File: src/design/usb_host_ep_regs.svh
// Purpose: register offsets, field positions, reset values and timing for host endpoint control
// Assumes: one 32-bit aligned APB word per register
// Notes:   offsets are register indices; the bus byte address is four times the index
`ifndef USB_HOST_EP_REGS_SVH
`define USB_HOST_EP_REGS_SVH

// register indices, kept distinct so no two registers share a bus word
`define OFS_PORT_CTRL   12'h001
`define OFS_EP_MODE     12'h00D
`define OFS_RX_BASE     12'h018
`define OFS_TX_BASE     12'h01C
`define OFS_AUX_SETUP   12'h026
`define OFS_TOKEN       12'h028
`define OFS_RX_CTRL     12'h02A
`define OFS_TX_LEN      12'h02C
`define OFS_TX_CTRL     12'h02E
`define OFS_XFER_STAT   12'h030
`define OFS_RX_LEN      12'h034
`define OFS_CMD         12'h038

`define PC_PD_DIS       7
`define PC_DP_LVL       5
`define PC_DM_LVL       4
`define PC_SLOW         2
`define PC_BUS_RST      1
`define PC_PORT_EN      0
`define EM_TX_EN        6
`define EM_TX_DBL       4
`define EM_RX_EN        3
`define EM_RX_DBL       0
`define AS_PRE_EN       7
`define AS_SOF_EN       6
`define RC_TOG          7
`define RC_AUTO         4
`define RC_NORES        2
`define TC_TOG          6
`define TC_AUTO         4
`define TC_NORES        0
`define ST_DONE         0
`define ST_TOG_OK       1
`define ST_OK           2
`define CMD_START       0
`define CMD_SOF         1

`define PORT_CTRL_RST   8'h80
`define BUF_BYTES       16'h0040
`define ADDR_MASK       16'h7FFC
`define FRAME_US        1000
`define CLK_MHZ         100
`define FRAME_CYC       (`FRAME_US * `CLK_MHZ)
`define PKT_TIMEOUT_CYC 16'h0800

`endif

File: src/design/usb_host_ep_pkg.sv
// Purpose: types for host endpoint control
// Assumes: nothing beyond the regs header
// Notes:   packet engine link travels as structs
package usb_host_ep_pkg;
   typedef enum logic [2:0] {
      ST_IDLE  = 3'b000,
      ST_PRE   = 3'b001,
      ST_TOKEN = 3'b011,
      ST_DATA  = 3'b010,
      ST_WAIT  = 3'b110,
      ST_DONE  = 3'b111,
      ST_SOF   = 3'b100
   } xact_state_e;

   typedef enum logic [1:0] {
      PKT_TOKEN = 2'b00,
      PKT_DATA  = 2'b01,
      PKT_HAND  = 2'b10,
      PKT_PRE   = 2'b11
   } pkt_kind_e;

   // request to the serial engine
   typedef struct packed {
      logic        valid;
      pkt_kind_e   kind;
      logic [3:0]  pid;
      logic [3:0]  endp;
      logic [7:0]  len;
      logic [15:0] addr;
      logic        slow;
   } pkt_req_s;

   // answer from the serial engine
   typedef struct packed {
      logic        done;
      logic        gotData;
      logic        gotHand;
      logic        dataTog;
      logic [7:0]  len;
   } pkt_rsp_s;
endpackage

File: src/design/usb_host_endpoint_control.sv
// Purpose: host port and endpoint control behind an APB slave
// Assumes: serial engine outside; pins synchronous to clk
// Notes:   one transaction at a time; software starts it via command word
`timescale 1ns/1ns
`include "usb_host_ep_regs.svh"
module usb_host_endpoint_control #(
   parameter int FRAME_CYCLES = `FRAME_CYC
) (
   // clock and reset
   input  wire logic                       clk,
   input  wire logic                       srst,
   // apb slave
   input  wire logic                       psel,
   input  wire logic                       penable,
   input  wire logic                       pwrite,
   input  wire logic [11:0]                paddr,
   input  wire logic [31:0]                pwdata,
   output logic      [31:0]                prdata,
   output logic                            pready,
   output logic                            pslverr,
   // line state and port pins
   input  wire logic                       dpIn,
   input  wire logic                       dmIn,
   input  wire logic                       devDisconnect,
   output logic                            pullDownEn,
   output logic                            slowRate,
   output logic                            busResetDrive,
   output logic                            portActive,
   // serial engine link
   output usb_host_ep_pkg::pkt_req_s       pktReq,
   input  wire usb_host_ep_pkg::pkt_rsp_s  pktRsp,
   // status
   output logic                            xferDone
);
   localparam logic [3:0] PID_OUT   = 4'h1;
   localparam logic [3:0] PID_IN    = 4'h9;
   localparam logic [3:0] PID_SETUP = 4'hD;
   localparam logic [3:0] PID_SOF   = 4'h5;
   localparam logic [3:0] PID_PRE   = 4'hC;
   localparam logic [3:0] PID_ACK   = 4'h2;
   localparam logic [3:0] PID_D0    = 4'h3;
   localparam logic [3:0] PID_D1    = 4'hB;

   // register state
   logic [7:0]  portCtrl_r, epMode_r, auxSetup_r, token_r, rxCtrl_r, txLen_r, txCtrl_r;
   logic [15:0] rxBase_r, txBase_r;
   logic [7:0]  rxLen_r;
   logic        done_r, togOk_r, ok_r;
   logic [10:0] frameNum_r;
   logic [31:0] frameCnt_r;
   logic        sofDue_r;
   logic [15:0] waitCnt_r;
   logic        isIn_r;
   usb_host_ep_pkg::xact_state_e state_r, state_nxt;

   // apb decode; zero-wait answer
   wire        wrEn = psel & penable & pwrite;
   wire        rdEn = psel & ~penable & ~pwrite;  // latched in setup, stands in access
   wire [11:0] ofs  = {paddr[11:2], 2'b00};
   function automatic logic hit(input logic [11:0] a, input logic [11:0] o);
      hit = (a == {o[9:0], 2'b00});
   endfunction
   wire hPort = hit(ofs, `OFS_PORT_CTRL);
   wire hMode = hit(ofs, `OFS_EP_MODE);
   wire hRxB  = hit(ofs, `OFS_RX_BASE);
   wire hTxB  = hit(ofs, `OFS_TX_BASE);
   wire hAux  = hit(ofs, `OFS_AUX_SETUP);
   wire hTok  = hit(ofs, `OFS_TOKEN);
   wire hRxC  = hit(ofs, `OFS_RX_CTRL);
   wire hTxL  = hit(ofs, `OFS_TX_LEN);
   wire hTxC  = hit(ofs, `OFS_TX_CTRL);
   wire hStat = hit(ofs, `OFS_XFER_STAT);
   wire hRxL  = hit(ofs, `OFS_RX_LEN);
   wire hCmd  = hit(ofs, `OFS_CMD);
   wire mapped = hPort | hMode | hRxB | hTxB | hAux | hTok | hRxC | hTxL | hTxC
               | hStat | hRxL | hCmd;
   assign pready  = 1'b1;
   assign pslverr = psel & penable & ~mapped;

   // readback, reserved bits zero; taken at setup so zero-wait access sees it
   wire [7:0] portRd = {portCtrl_r[`PC_PD_DIS], 1'b0, dpIn, dmIn, 1'b0,
                        portCtrl_r[2:0]};
   always_ff @(posedge clk) begin
      if (srst) begin
         prdata <= 32'h0000_0000;
      end else if (rdEn) begin
         prdata <= hPort ? {24'h00_0000, portRd} :
                   hMode ? {24'h00_0000, epMode_r} :
                   hRxB  ? {16'h0000, rxBase_r} :
                   hTxB  ? {16'h0000, txBase_r} :
                   hAux  ? {24'h00_0000, auxSetup_r} :
                   hTok  ? {24'h00_0000, token_r} :
                   hRxC  ? {24'h00_0000, rxCtrl_r} :
                   hTxL  ? {24'h00_0000, txLen_r} :
                   hTxC  ? {24'h00_0000, txCtrl_r} :
                   hStat ? {29'h0000_0000, ok_r, togOk_r, done_r} :
                   hRxL  ? {24'h00_0000, rxLen_r} : 32'h0000_0000;
      end
   end

   // control bits to pins
   wire portEn = portCtrl_r[`PC_PORT_EN];
   assign pullDownEn    = ~portCtrl_r[`PC_PD_DIS];
   assign slowRate      = portCtrl_r[`PC_SLOW];
   assign busResetDrive = portCtrl_r[`PC_BUS_RST];
   assign portActive    = portEn;

   // buffer addresses
   logic [15:0] txAddr, rxAddr;
   logic        txUsed, rxUsed;
   host_buf_addr uTxBuf (
      .base   (txBase_r),
      .enable (epMode_r[`EM_TX_EN]),
      .dbl    (epMode_r[`EM_TX_DBL]),
      .tog    (txCtrl_r[`TC_TOG]),
      .addr   (txAddr),
      .used   (txUsed)
   );
   host_buf_addr uRxBuf (
      .base   (rxBase_r),
      .enable (epMode_r[`EM_RX_EN]),
      .dbl    (epMode_r[`EM_RX_DBL]),
      .tog    (rxCtrl_r[`RC_TOG]),
      .addr   (rxAddr),
      .used   (rxUsed)
   );

   // transaction decode
   wire [3:0] tokPid = token_r[7:4];
   wire       isOut  = (tokPid == PID_OUT) | (tokPid == PID_SETUP);
   wire       isIn   = (tokPid == PID_IN);
   wire       startReq = wrEn & hCmd & pwdata[`CMD_START];
   wire       sofReq   = wrEn & hCmd & pwdata[`CMD_SOF];
   wire       needPre  = auxSetup_r[`AS_PRE_EN];
   wire       timeout  = (waitCnt_r == `PKT_TIMEOUT_CYC);
   wire       rxTogOk  = pktRsp.dataTog == rxCtrl_r[`RC_TOG];
   wire       expectHand = ~txCtrl_r[`TC_NORES];
   wire       outGood  = expectHand ? (pktRsp.gotHand) : 1'b1;
   wire       waitEnd  = pktRsp.done | timeout;
   wire       xactOk   = isIn_r ? (pktRsp.gotData & rxTogOk) : outGood;
   wire       ackReq   = isIn_r & ~rxCtrl_r[`RC_NORES] & ok_r;

   // state sequencing; idle whenever port is off
   always_comb begin
      state_nxt = state_r;
      case (state_r)
         usb_host_ep_pkg::ST_IDLE: begin
            if (portEn & sofDue_r)
               state_nxt = usb_host_ep_pkg::ST_SOF;
            else if (portEn & startReq & ((isOut & txUsed) | (isIn & rxUsed)))
               state_nxt = needPre ? usb_host_ep_pkg::ST_PRE : usb_host_ep_pkg::ST_TOKEN;
         end
         usb_host_ep_pkg::ST_PRE:   if (pktRsp.done) state_nxt = usb_host_ep_pkg::ST_TOKEN;
         usb_host_ep_pkg::ST_TOKEN: if (pktRsp.done)
            state_nxt = isIn_r ? usb_host_ep_pkg::ST_WAIT : usb_host_ep_pkg::ST_DATA;
         usb_host_ep_pkg::ST_DATA:  if (pktRsp.done)
            state_nxt = expectHand ? usb_host_ep_pkg::ST_WAIT : usb_host_ep_pkg::ST_DONE;
         usb_host_ep_pkg::ST_WAIT:  if (waitEnd) state_nxt = usb_host_ep_pkg::ST_DONE;
         usb_host_ep_pkg::ST_DONE:  if (!ackReq || pktRsp.done) state_nxt = usb_host_ep_pkg::ST_IDLE;
         usb_host_ep_pkg::ST_SOF:   if (pktRsp.done) state_nxt = usb_host_ep_pkg::ST_IDLE;
         default:                   state_nxt = usb_host_ep_pkg::ST_IDLE;
      endcase
      if (!portEn)
         state_nxt = usb_host_ep_pkg::ST_IDLE;
   end

   // request to serial engine
   wire inPhase = (state_r == usb_host_ep_pkg::ST_WAIT);
   wire inReady = isIn_r & inPhase;
   always_comb begin
      pktReq       = '0;
      pktReq.slow  = portCtrl_r[`PC_SLOW];
      pktReq.endp  = token_r[3:0];
      case (state_r)
         usb_host_ep_pkg::ST_PRE: begin
            pktReq.valid = 1'b1;
            pktReq.kind  = usb_host_ep_pkg::PKT_PRE;
            pktReq.pid   = PID_PRE;
         end
         usb_host_ep_pkg::ST_TOKEN: begin
            pktReq.valid = 1'b1;
            pktReq.kind  = usb_host_ep_pkg::PKT_TOKEN;
            pktReq.pid   = tokPid;
         end
         usb_host_ep_pkg::ST_DATA: begin
            pktReq.valid = 1'b1;
            pktReq.kind  = usb_host_ep_pkg::PKT_DATA;
            pktReq.pid   = txCtrl_r[`TC_TOG] ? PID_D1 : PID_D0;
            pktReq.len   = txLen_r;
            pktReq.addr  = txAddr;
         end
         usb_host_ep_pkg::ST_WAIT: begin
            // engine listens; without a request it would never answer
            pktReq.valid = 1'b1;
            if (isIn_r) begin
               pktReq.kind = usb_host_ep_pkg::PKT_DATA;
               pktReq.pid  = rxCtrl_r[`RC_TOG] ? PID_D1 : PID_D0;
            end else begin
               pktReq.kind = usb_host_ep_pkg::PKT_HAND;
               pktReq.pid  = PID_ACK;
            end
            pktReq.addr  = inReady ? rxAddr : 16'h0000;
         end
         usb_host_ep_pkg::ST_DONE: begin
            // handshake only for in data that arrived in step
            pktReq.valid = ackReq;
            pktReq.kind  = usb_host_ep_pkg::PKT_HAND;
            pktReq.pid   = PID_ACK;
         end
         usb_host_ep_pkg::ST_SOF: begin
            pktReq.valid = 1'b1;
            pktReq.kind  = usb_host_ep_pkg::PKT_TOKEN;
            pktReq.pid   = PID_SOF;
            pktReq.endp  = frameNum_r[3:0];
            pktReq.addr  = {5'h00, frameNum_r};
         end
         default: pktReq.valid = 1'b0;
      endcase
   end

   // frame timer; manual request also counts as due
   always_ff @(posedge clk) begin
      if (srst || !portEn) begin
         frameCnt_r <= 32'h0000_0000;
         sofDue_r   <= 1'b0;
      end else begin
         frameCnt_r <= (frameCnt_r == 32'(FRAME_CYCLES - 1)) ? 32'h0000_0000 : frameCnt_r + 1;
         if ((auxSetup_r[`AS_SOF_EN] && frameCnt_r == 32'(FRAME_CYCLES - 1)) || sofReq)
            sofDue_r <= 1'b1;
         else if (state_r == usb_host_ep_pkg::ST_SOF)
            sofDue_r <= 1'b0;
      end
   end

   // state, response wait counter, frame number
   always_ff @(posedge clk) begin
      if (srst) begin
         state_r    <= usb_host_ep_pkg::ST_IDLE;
         waitCnt_r  <= 16'h0000;
         isIn_r     <= 1'b0;
         frameNum_r <= 11'h000;
      end else begin
         state_r   <= state_nxt;
         // clears once the wait ends, so the count never passes the limit
         waitCnt_r <= (state_r == usb_host_ep_pkg::ST_WAIT && !waitEnd) ?
                      16'(waitCnt_r + 16'h0001) : 16'h0000;
         if (state_r == usb_host_ep_pkg::ST_IDLE)
            isIn_r <= isIn;
         if (state_r == usb_host_ep_pkg::ST_SOF && pktRsp.done)
            frameNum_r <= 11'(frameNum_r + 11'h001);
      end
   end

   // software registers; hardware events win over writes
   wire finish = (state_r == usb_host_ep_pkg::ST_WAIT && waitEnd) ||
                 (state_r == usb_host_ep_pkg::ST_DATA && pktRsp.done && !expectHand);
   wire rxFlip = finish & isIn_r & xactOk & rxCtrl_r[`RC_AUTO];
   wire txFlip = finish & ~isIn_r & xactOk & txCtrl_r[`TC_AUTO];
   always_ff @(posedge clk) begin
      if (srst) begin
         portCtrl_r <= `PORT_CTRL_RST;
         epMode_r   <= 8'h00;
         auxSetup_r <= 8'h00;
         token_r    <= 8'h00;
         rxCtrl_r   <= 8'h00;
         txCtrl_r   <= 8'h00;
         txLen_r    <= 8'h00;
         rxBase_r   <= 16'h0000;
         txBase_r   <= 16'h0000;
      end else begin
         if (wrEn & hPort) portCtrl_r <= {pwdata[7], 4'h0, pwdata[2:0]};
         if (devDisconnect) portCtrl_r[`PC_PORT_EN] <= 1'b0;
         if (wrEn & hMode) epMode_r <= pwdata[7:0] & 8'h59;
         if (wrEn & hAux)  auxSetup_r <= pwdata[7:0] & 8'hC0;
         if (wrEn & hTok)  token_r <= pwdata[7:0];
         if (wrEn & hTxL)  txLen_r <= pwdata[7:0];
         if (wrEn & hRxB)  rxBase_r <= pwdata[15:0];
         if (wrEn & hTxB)  txBase_r <= pwdata[15:0];
         if (wrEn & hRxC)  rxCtrl_r <= pwdata[7:0] & 8'h94;
         if (rxFlip) rxCtrl_r[`RC_TOG] <= ~rxCtrl_r[`RC_TOG];
         if (wrEn & hTxC)  txCtrl_r <= pwdata[7:0] & 8'h51;
         if (txFlip) txCtrl_r[`TC_TOG] <= ~txCtrl_r[`TC_TOG];
      end
   end

   // transfer status; set beats write-one clear
   always_ff @(posedge clk) begin
      if (srst) begin
         done_r  <= 1'b0;
         togOk_r <= 1'b0;
         ok_r    <= 1'b0;
         rxLen_r <= 8'h00;
         xferDone <= 1'b0;
      end else begin
         xferDone <= finish;
         if (finish) begin
            done_r  <= 1'b1;
            ok_r    <= xactOk;
            togOk_r <= isIn_r & pktRsp.gotData & rxTogOk;
            if (isIn_r) rxLen_r <= pktRsp.len;
         end else if (wrEn & hStat & pwdata[`ST_DONE]) begin
            done_r <= 1'b0;
         end
      end
   end

   // checks
   a_pulldown_follows: assert property (@(posedge clk) disable iff (srst)
      pullDownEn == ~portCtrl_r[`PC_PD_DIS]) else $error("pull-down mismatch");
   a_disconnect_clears: assert property (@(posedge clk) disable iff (srst)
      devDisconnect |=> !portActive) else $error("port stays on after disconnect");
   a_idle_when_off: assert property (@(posedge clk) disable iff (srst)
      !portEn |=> !pktReq.valid) else $error("traffic while port off");
   a_done_sets_flag: assert property (@(posedge clk) disable iff (srst)
      finish |=> done_r && xferDone) else $error("done flag not set");
   a_rx_flip: assert property (@(posedge clk) disable iff (srst)
      rxFlip && !(wrEn && hRxC) |=> rxCtrl_r[`RC_TOG] != $past(rxCtrl_r[`RC_TOG]))
      else $error("rx toggle not flipped");
   a_tx_flip: assert property (@(posedge clk) disable iff (srst)
      txFlip && !(wrEn && hTxC) |=> txCtrl_r[`TC_TOG] != $past(txCtrl_r[`TC_TOG]))
      else $error("tx toggle not flipped");
   a_data_pid: assert property (@(posedge clk) disable iff (srst)
      state_r == usb_host_ep_pkg::ST_DATA |->
      pktReq.pid == (txCtrl_r[`TC_TOG] ? PID_D1 : PID_D0)) else $error("wrong data pid");
   a_pre_first: assert property (@(posedge clk) disable iff (srst)
      state_r == usb_host_ep_pkg::ST_IDLE && state_nxt == usb_host_ep_pkg::ST_PRE |-> needPre)
      else $error("preamble without enable");
   a_wait_bounded: assert property (@(posedge clk) disable iff (srst)
      waitCnt_r <= `PKT_TIMEOUT_CYC) else $error("response wait overrun");
   c_out_xact: cover property (@(posedge clk) state_r == usb_host_ep_pkg::ST_DATA ##1
      state_r != usb_host_ep_pkg::ST_DATA);
   c_in_xact: cover property (@(posedge clk) finish && isIn_r);
   c_sof: cover property (@(posedge clk) state_r == usb_host_ep_pkg::ST_SOF);
endmodule

File: src/design/host_buf_addr.sv
// Purpose: buffer address for single or double buffered endpoints
// Assumes: base programmed 4-byte aligned
// Notes:   disabled endpoint gives no valid address
`timescale 1ns/1ns
`include "usb_host_ep_regs.svh"
module host_buf_addr (
   // configuration
   input  wire logic [15:0] base,
   input  wire logic        enable,
   input  wire logic        dbl,
   input  wire logic        tog,
   // result
   output logic      [15:0] addr,
   output logic             used
);
   // second half only in double mode with toggle one
   wire        upper = dbl & tog;
   wire [15:0] baseEff = base & `ADDR_MASK;
   assign addr = upper ? 16'((baseEff + `BUF_BYTES) & 16'h7FFF) : baseEff;
   assign used = enable;
endmodule

File: config.mk
export PLATFORM = sky130hd
export DESIGN_NAME = usb_host_endpoint_control
export DESIGN_NICKNAME = d
export VERILOG_FILES = /design/src/design/usb_host_ep_pkg.sv /design/src/design/usb_host_endpoint_control.sv /design/src/design/host_buf_addr.sv
export VERILOG_INCLUDE_DIRS = /design/src /design/src/design
export SDC_FILE = /design/constraint.sdc
export NUM_CORES = 1
export LEC_CHECK = 0
export ABC_AREA = 0
export ABC_CLOCK_PERIOD_IN_PS = 5600
export BUFFER_PORTS_ARGS = -buffer_cell sky130_fd_sc_hd__buf_2
export CAP_MARGIN = 30
export CORE_MARGIN = 10
export CORE_UTILIZATION = 25
export CTS_CLUSTER_SIZE = 14
export DETAILED_ROUTE_END_ITERATION = 12
export GPL_TIMING_DRIVEN = 0
export PLACE_DENSITY = 0.53
export SLEW_MARGIN = 20
export SYNTH_ARGS = -nofsm -noshare
export SYNTH_HDL_FRONTEND = slang
export SYNTH_HIERARCHICAL = 1
export SYNTH_SLANG_ARGS = --single-unit
File: constraint.sdc
create_clock -name clk -period 5.6 [get_ports clk]
set_clock_uncertainty 0.1 [all_clocks]
set_input_delay 0.56 -clock clk [delete_from_list [all_inputs] [get_ports clk]]
set_output_delay 0.56 -clock clk [all_outputs]
set_load 0.005 [all_outputs]
==> results of run 1 <==
state kept, by name, indices dropped and copies added, names as in the netlist:
name	cells
rxLen_r	8
txCtrl_r	3
prdata	16
frameNum_r	11
ok_r	1
txBase_r	16
portCtrl_r	4
auxSetup_r	2
isIn_r	1
state_r	3
xferDone	1
waitCnt_r	16
txLen_r	8
epMode_r	4
token_r	8
done_r	1
sofDue_r	1
frameCnt_r	32
rxCtrl_r	3
rxBase_r	16
togOk_r	1
where the power goes:
group	switching, µW	leakage, µW	internal, µW
Sequential	1.25	0.00126	1110
Clock	567	0.000292	602
Combinational	80.2	0.00230	42.0
cells in the mapped netlist (all sizes together), types with 8 or more instances:
master / n / share of area [%]
a22oi: 10 / 0.89
nor4: 14 / 1.5
nor4b: 8 / 0.98
mux2i: 33 / 3.9
mux2: 9 / 1.2
nand3: 49 / 2.9
nand4: 20 / 1.6
and2: 18 / 1.3
nor2b: 9 / 0.67
xor2: 23 / 2.4
a22o: 14 / 1.5
buf: 53 / 4.3
and4: 11 / 1.2
nor3: 27 / 2.0
o21ai: 15 / 0.89
a222oi: 11 / 1.3
and3: 15 / 1.1
clkbuf: 37 / 1.6
nand2: 130 / 5.8
xnor2: 49 / 5.1
inv: 29 / 1.3
nor2: 131 / 5.9
dfxtp: 156 / 37
a21oi: 68 / 4.0
per-stage QoR:
| stage | total power, µW | util, % |
|---|---|---|
| 2_1_floorplan | 1203 | - |
| 3_3_place_gp | 1257 | 28.60 |
| 3_5_place_dp | 1257 | 28.65 |
| 4_1_cts | 2426 | 30.40 |
| 5_1_grt | 2483 | 30.41 |
| 6_report | 2403 | 30.41 |
worst paths after layout:
check                                         startpoint                         end  depth (start not counted)
worst max register to register   waitCnt_r[0]$_SDFF_PP0_     waitCnt_r[9]$_SDFF_PP0_                          9
worst max-delay path             state_r[2]$_SDFFE_PP0P_                  pktReq[32]                          8
worst min register to register  frameCnt_r[0]$_SDFF_PP0_    frameCnt_r[0]$_SDFF_PP0_                          1
worst min-delay path                       devDisconnect  portCtrl_r[0]$_SDFFE_PP0P_                          2
metal layers:
| layer | part of all wire, % | GRT usage (%) | up-vias |
|---|---|---|---|
| met5 | 0 | 0 | - |
| met3 | 7.0 | 3.867 | 57 |
| met2 | 46 | 21.72 | 287 |
| li1 | - | - | 3892 |
| met4 | 3.3 | 5.063 | 0 |
| met1 | 44 | 17.40 | 3632 |
cell usage in the layout (no fill, tap or decap), types with 5 or more instances in the layout:
master,netlist,routed
inv_6,0,5
clkbuf_16,0,17
and4_1,9,9
and2_1,17,17
xor2_1,23,23
inv_1,29,29
nor4_1,11,11
dfxtp_1,156,156
nor2_1,130,130
nor4b_1,6,6
a222oi_1,11,11
and3_1,15,15
nand2_1,128,128
nand3b_1,7,7
ha_1,6,6
buf_2,10,107
buf_4,37,37
a22o_1,14,14
conb_1,4,23
a21oi_1,68,68
nor3_1,24,23
a22oi_1,10,10
a211oi_1,6,6
inv_8,0,7
o22ai_1,7,7
mux2i_1,33,33
nand4_1,18,18
nor2b_1,9,9
xnor2_1,49,49
clkbuf_1,37,37
mux2_2,9,9
o21ai_0,15,15
nand2b_1,7,7
nand3_1,49,49
cell families after synthesis:
kind of cell / Yosys count
AO/OA/AOI/OAI: 173
XOR/XNOR: 72
adder cells (fa/ha/maj): 6
buffers and inverters: 119
flip-flops: 156
multiplexers: 42
other: 4
AND/OR/NAND/NOR: 469
area by class of cell:
type | instances | area, µm²
Clock buffer | 17 | 425.4
Timing Repair Buffer | 98 | 490.5
Inverter | 29 | 108.9
Fill cell | 3581 | 23280
Buffer | 90 | 504.2
Multi-Input combinational cell | 785 | 4800
Sequential cell | 156 | 3123
Tap cell | 448 | 560.5
Clock inverter | 15 | 160.2
worst reg2reg max path, stage by stage (launching register included):
cell and delay, ns:
dfxtp_1 0.35, inv_1 0.07, ha_1 0.14, nor4b_1 0.33
nand4_1 0.16, nand3b_1 0.17, or2_2 0.13, clkbuf_1 0.27
clkbuf_1 0.44, nor2_1 0.10
==> results.md, run 1 <==
* Status: finished clean
* Overflow after GRT at 0
* Worst hold path type: input port to register
* Port Buffer Count at 97
* Synth Warn # at 6
* Synth Area in Adders at 0.8886%
* # diodes at 0
* Post-synth cell types at 74
* Row Count at 67
* Via-to-Cell Ratio at 4.803
* LEAKAGE at 0.003847 µW
* Post-Synth XOR/XNOR Area at ~7.5%
* MaxCap Viol Count at 0
* Clock-pin slew on the worst setup and hold paths at 0.07 ns
* DR vias at 7868
* FMAX at between 0.2 and 0.3 GHz
* Power per cell area at 236.2 nW/µm²
* Rel. slew slack at 44.08%
* Arr. time, crit path at 2.70 ns
* Final period util at 60.02%
* Initial Utilization at 25.26%
* WP buf/inv at 4
* Critical path class: register to output pin
* DR DRC count at 0
* Post-synth ARST share at 0%
* Min Clock Period, post-route at between 3 and 4 ns
* Area grow syn2layout at 20.41%
* Die Span Y at 203.8 µm
* GPL Wtd Cong at 0.9288
* Post-Place Cell Area at 9582 µm²
* EDFF count, synth at 0
* Wire per inst at 17.69 µm
* Critical-path cell list: buf_2 -> and3b_1 -> and2_0 -> clkbuf_1 -> clkbuf_1 -> nand2_1 -> o21ai_0 -> buf_2
* Seq/Total Area, Yosys at 36.97%
* Critical Path Max Stage Delay at 0.48 ns
* Hold-fix buffers, CTS at 0
* Final TNS setup at 0 ns
* Die area at 41540 µm²
* FF+latch count, synth at 156
* Final setup fails at 0
* Initial antenna violation count at 0
* Clk_lat worst skew at 0.44 ns
* Post-DP HPWL at 22390 µm
* Critical Path RT at 4.94 ns
* Max Slew Vio Count at 0
* CTS tree: built
* CP top delay family: buffers and inverters
* Critical Path Sink Type: output pin
* Multiplexer share of the synthesized area at approximately 5.1%
* Primary FF master, synth: dfxtp_1
* Largest family of logic cells by synthesized area: simple AND/OR/NAND/NOR gates
* Pre-CTS setup slack at 2.497 ns
* Final ANT Viol Nets at 0
* Gr usage total at 13.72%
* Vias in the first global route at between 7000 and 8000
* Type of origin of the critical path: register
* RSZ-0062 raised after global routing: false
* Final setup margin at 2.239 ns
* Cells after DPL at 1605
* I/O pins at approximately 140
* Mean area per synthesized cell at slightly above 8 µm²
* Crit-path slowest cell: clkbuf_1
* TritonCTS Buffers at 17
* Setup Buffers After CTS at 0
* Worst Path Max Fanout at 10
* H-tree depth at 4
* Max Root-Sink Buffers at 2
* Synth Area in Compound Gates at 13.79%
* CTS Root Cell: clkbuf_16
* Hold_ws at about 0.19 ns
* Share of cells above drive strength 1 at 17.90%
* Cell Area, Synth at roughly 8400 µm²
* Core area at 33450 µm²
* Final net count at 1247
* Final Hold Viols at 0
* Clock net sink count at 156
* Post-route cell area at 10170 µm²
* DR pass1 iterations at 6
* Worst vdd ir at around 0.00014 V
* Pin count of the biggest net entering global routing at 19
* Quantity of gates resized following cts at 0
* WL final at just under 30000 µm
* Synth Area in Simple Gates at 28.35%
* Number of DRC markers in iteration 0 at 621
* Mapped Cells at about 1000
* Reg2reg setup slack at 3.20 ns
* Non-Filler Instances at 1638
* Worst-margin pin slew at 0.8365 ns
* First-pass GRT wire length at 44390 µm
* Die X at 203.8 µm
Note: power is estimated with default switching activity, not from simulation.
==> run 2: changes to the inputs <==
Settings changed: ABC_CLOCK_PERIOD_IN_PS 5600 to 3000, PLACE_DENSITY 0.53 to 0.54.
Clock period 5.6 ns to 3 ns, I/O delays scaled along.
==> run 2 against run 1 <==
Largest cell class unchanged; critical endpoint is now pktReq[10]; clock power increased by 91%; count of clock-buffer cells in the layout unchanged; routed wire length increased by 1.7%; critical path depth unchanged; the flow now finishes with violations (negative hold slack); largest power group unchanged; die area is the same.
==> results.md, run 2 (same netlist as run 1, synthesis figures left out) <==
* DR vias at 7933 (was 7868)
* Row Count at 67 (unchanged)
* Failing checks: negative hold slack
* Share of cells above drive strength 1 at 17.90% (about the same)
* Post-route cell area at 10310 µm² (was 10170 µm²)
* Wire per inst at 17.87 µm (was 17.69 µm)
* Pre-CTS setup slack at 0.3088 ns (was 2.497 ns)
* Arr. time, crit path at 2.45 ns (was 2.70 ns)
* Gr usage total at 14.12% (was 13.72%)
* WL final at 29470 µm (was 28980 µm)
* Final setup fails at 0 (unchanged)
* TritonCTS Buffers at 17 (unchanged)
* Die X at 203.8 µm (unchanged)
* Vias in the first global route at 7845 (was 7479)
* Final TNS setup at 0 ns (unchanged)
* Overflow after GRT at 0 (unchanged)
* Worst-margin pin slew at 0.9358 ns (was 0.8365 ns)
* I/O pins at 139 (unchanged)
* Max Root-Sink Buffers at 2 (unchanged)
* Clock net sink count at 156 (unchanged)
* Initial Utilization at 25.26% (unchanged)
* CTS Root Cell: clkbuf_16 (unchanged)
* Final period util at between 90% and 100%
* H-tree depth at 4 (unchanged)
* MaxCap Viol Count at 0 (unchanged)
* Pin count of the biggest net entering global routing at 20 (was 19)
* DR DRC count at 0 (unchanged)
* Max Slew Vio Count at 0 (unchanged)
* Die area at 41540 µm² (unchanged)
* RSZ-0062 raised after global routing: false (unchanged)
* WP buf/inv at 5 (was 4)
* Status: complete, but fails checks (was finished clean)
* Power per cell area at 442.1 nW/µm² (was 236.2 nW/µm²)
* Clk_lat worst skew at 0.44 ns (about the same)
* # diodes at 0 (unchanged)
* Critical Path RT at 2.60 ns (was 4.94 ns)
* Final Hold Viols at 1 (was 0)
* Critical Path Sink Type: output pin (unchanged)
* Initial antenna violation count at 1 (was 0)
* Crit-path slowest cell: a222oi_1 (was clkbuf_1)
* Final net count at 1258 (was 1247)
* Clock-pin slew on the worst setup and hold paths at 0.08 ns (was 0.07 ns)
* CTS tree: built (unchanged)
* Number of DRC markers in iteration 0 at 708 (was 621)
* Post-Place Cell Area at 9575 µm² (was 9582 µm²)
* Final setup margin at 0.1456 ns (was 2.239 ns)
* Final ANT Viol Nets at 0 (unchanged)
* Worst hold path type: input port to register (unchanged)
* Area grow syn2layout at 22.05% (was 20.41%)
* Critical Path Max Stage Delay at 0.40 ns (was 0.48 ns)
* Via-to-Cell Ratio at 4.811 (was 4.803)
* Hold_ws at -0.003789 ns (was 0.1862 ns)
* Final core occ at 30.83% (was 30.41%)
* Post-DP HPWL at 22620 µm (was 22390 µm)
* Worst vdd ir at 0.0002816 V (was 0.0001389 V)
* Worst Path Max Fanout at 10 (unchanged)
* Rel. slew slack at 37.45% (was 44.08%)
* FMAX at 0.3503 GHz
* First-pass GRT wire length at 46260 µm (was 44390 µm)
* DR pass1 iterations at 8 (was 6)
* Core area at 33450 µm² (unchanged)
* Max reg flops at 32 (unchanged)
* CP top delay family: buffers and inverters (unchanged)
* Port Buffer Count at 97 (unchanged)
* Commonest non-fill, non-tap cell in the layout: dfxtp_1 (unchanged)
* Commonest cells after routing, fill and taps aside: dfxtp_1 (156), nor2_1 (129), nand2_1 (128) (was dfxtp_1 (156), nor2_1 (130), nand2_1 (128))
* Die Span Y at 203.8 µm (unchanged)
* Largest Register: frameCnt_r (unchanged)
* Critical-path cell list: buf_2 -> and3b_1 -> and2_0 -> clkbuf_1 -> buf_2 -> a222oi_1 -> inv_1 -> buf_2 (was buf_2 -> and3b_1 -> and2_0 -> clkbuf_1 -> clkbuf_1 -> nand2_1 -> o21ai_0 -> buf_2)
* GPL Wtd Cong at 0.9442 (was 0.9288)
* Min Clock Period, post-route at about 2.9 ns
* Most frequent CP cell: buf_2
* LEAKAGE at 0.003898 µW (was 0.003847 µW)
* Critical path class: register to output pin (unchanged)
* Type of origin of the critical path: register (unchanged)
-- run 2: cell count changes in the layout (fill, tap and decap cells not counted), sizes merged --
cell / delta
dlygate4sd3: +10
clkinv: +3
clkinvlp: +1
inv: -4
buf: +1
-- run 2: worst paths after layout --
| path | depth (start not counted) | slack (ns) | startpoint | to |
|---|---|---|---|---|
| setup / recovery | 8 | 0.15 | state_r[2]$_SDFFE_PP0P_ | pktReq[10] |
| setup reg to reg | 9 | 0.61 | waitCnt_r[0]$_SDFF_PP0_ | waitCnt_r[14]$_SDFF_PP0_ |
| hold / removal | 3 | -0.004 | pktRsp[5] | rxLen_r[5]$_SDFFE_PP0P_ |
| hold reg to reg | 1 | 0.36 | frameCnt_r[0]$_SDFF_PP0_ | frameCnt_r[0]$_SDFF_PP0_ |
-- run 2: per-layer routing --
layer / up-vias / share of wire (%) / routed length, µm / GRT usage, %
met5: - / 0 / 0 / 0
met4: 0 / 2.0 / 595 / 4.050
met3: 40 / 5.4 / 1592 / 2.806
met2: 247 / 47 / 13930 / 23.35
met1: 3744 / 45 / 13350 / 18.20
li1: 3902 / - / - / -
-- run 2: area by class of cell --
| type | instances | area, µm² |
|---|---|---|
| clock inverter | 15 | 190.2 |
| tap | 448 | 560.5 |
| fill | 3547 | 23140 |
| timing repair buffer | 109 | 595.6 |
| multi-input combinational | 785 | 4802 |
| sequential | 156 | 3123 |
| buffer | 90 | 505.5 |
| inverter | 29 | 108.9 |
| clock buffer | 17 | 425.4 |
-- run 2: report_power, final --
group	switching, µW	total (µW)	leakage [µW]	internal, µW
clock network	1100	2240	0.000296	1140
logic	153	240	0.00234	86.7
registers	2.48	2080	0.00126	2070
total	1260	4560	0.00390	3300
-- run 2: through the flow --
step	std cells	total power (µW)	hold slack, ns
after floorplan	1060	2246	0.2768
after global placement	1605	2350	0.3420
after detailed placement	1605	2350	0.3466
after CTS	1647	4593	0.001715
after global routing	1649	4710	0.002848
final	1649	4558	-0.003789
-- run 2: tightest hold or removal path, cell delays in order --
cell	delay, ns
buf_2	0.08
mux2i_1	0.05
nor2_1	0.07
-- run 2: timing repair --
action / 4_1_cts / 5_1_grt
setup endpoints to repair: 3 / 10
endpoints found under the hold margin: 12 / 0
gates resized for setup: 1 / 3
hold buffers: 10 / 0
buffers inserted: 0 / 0
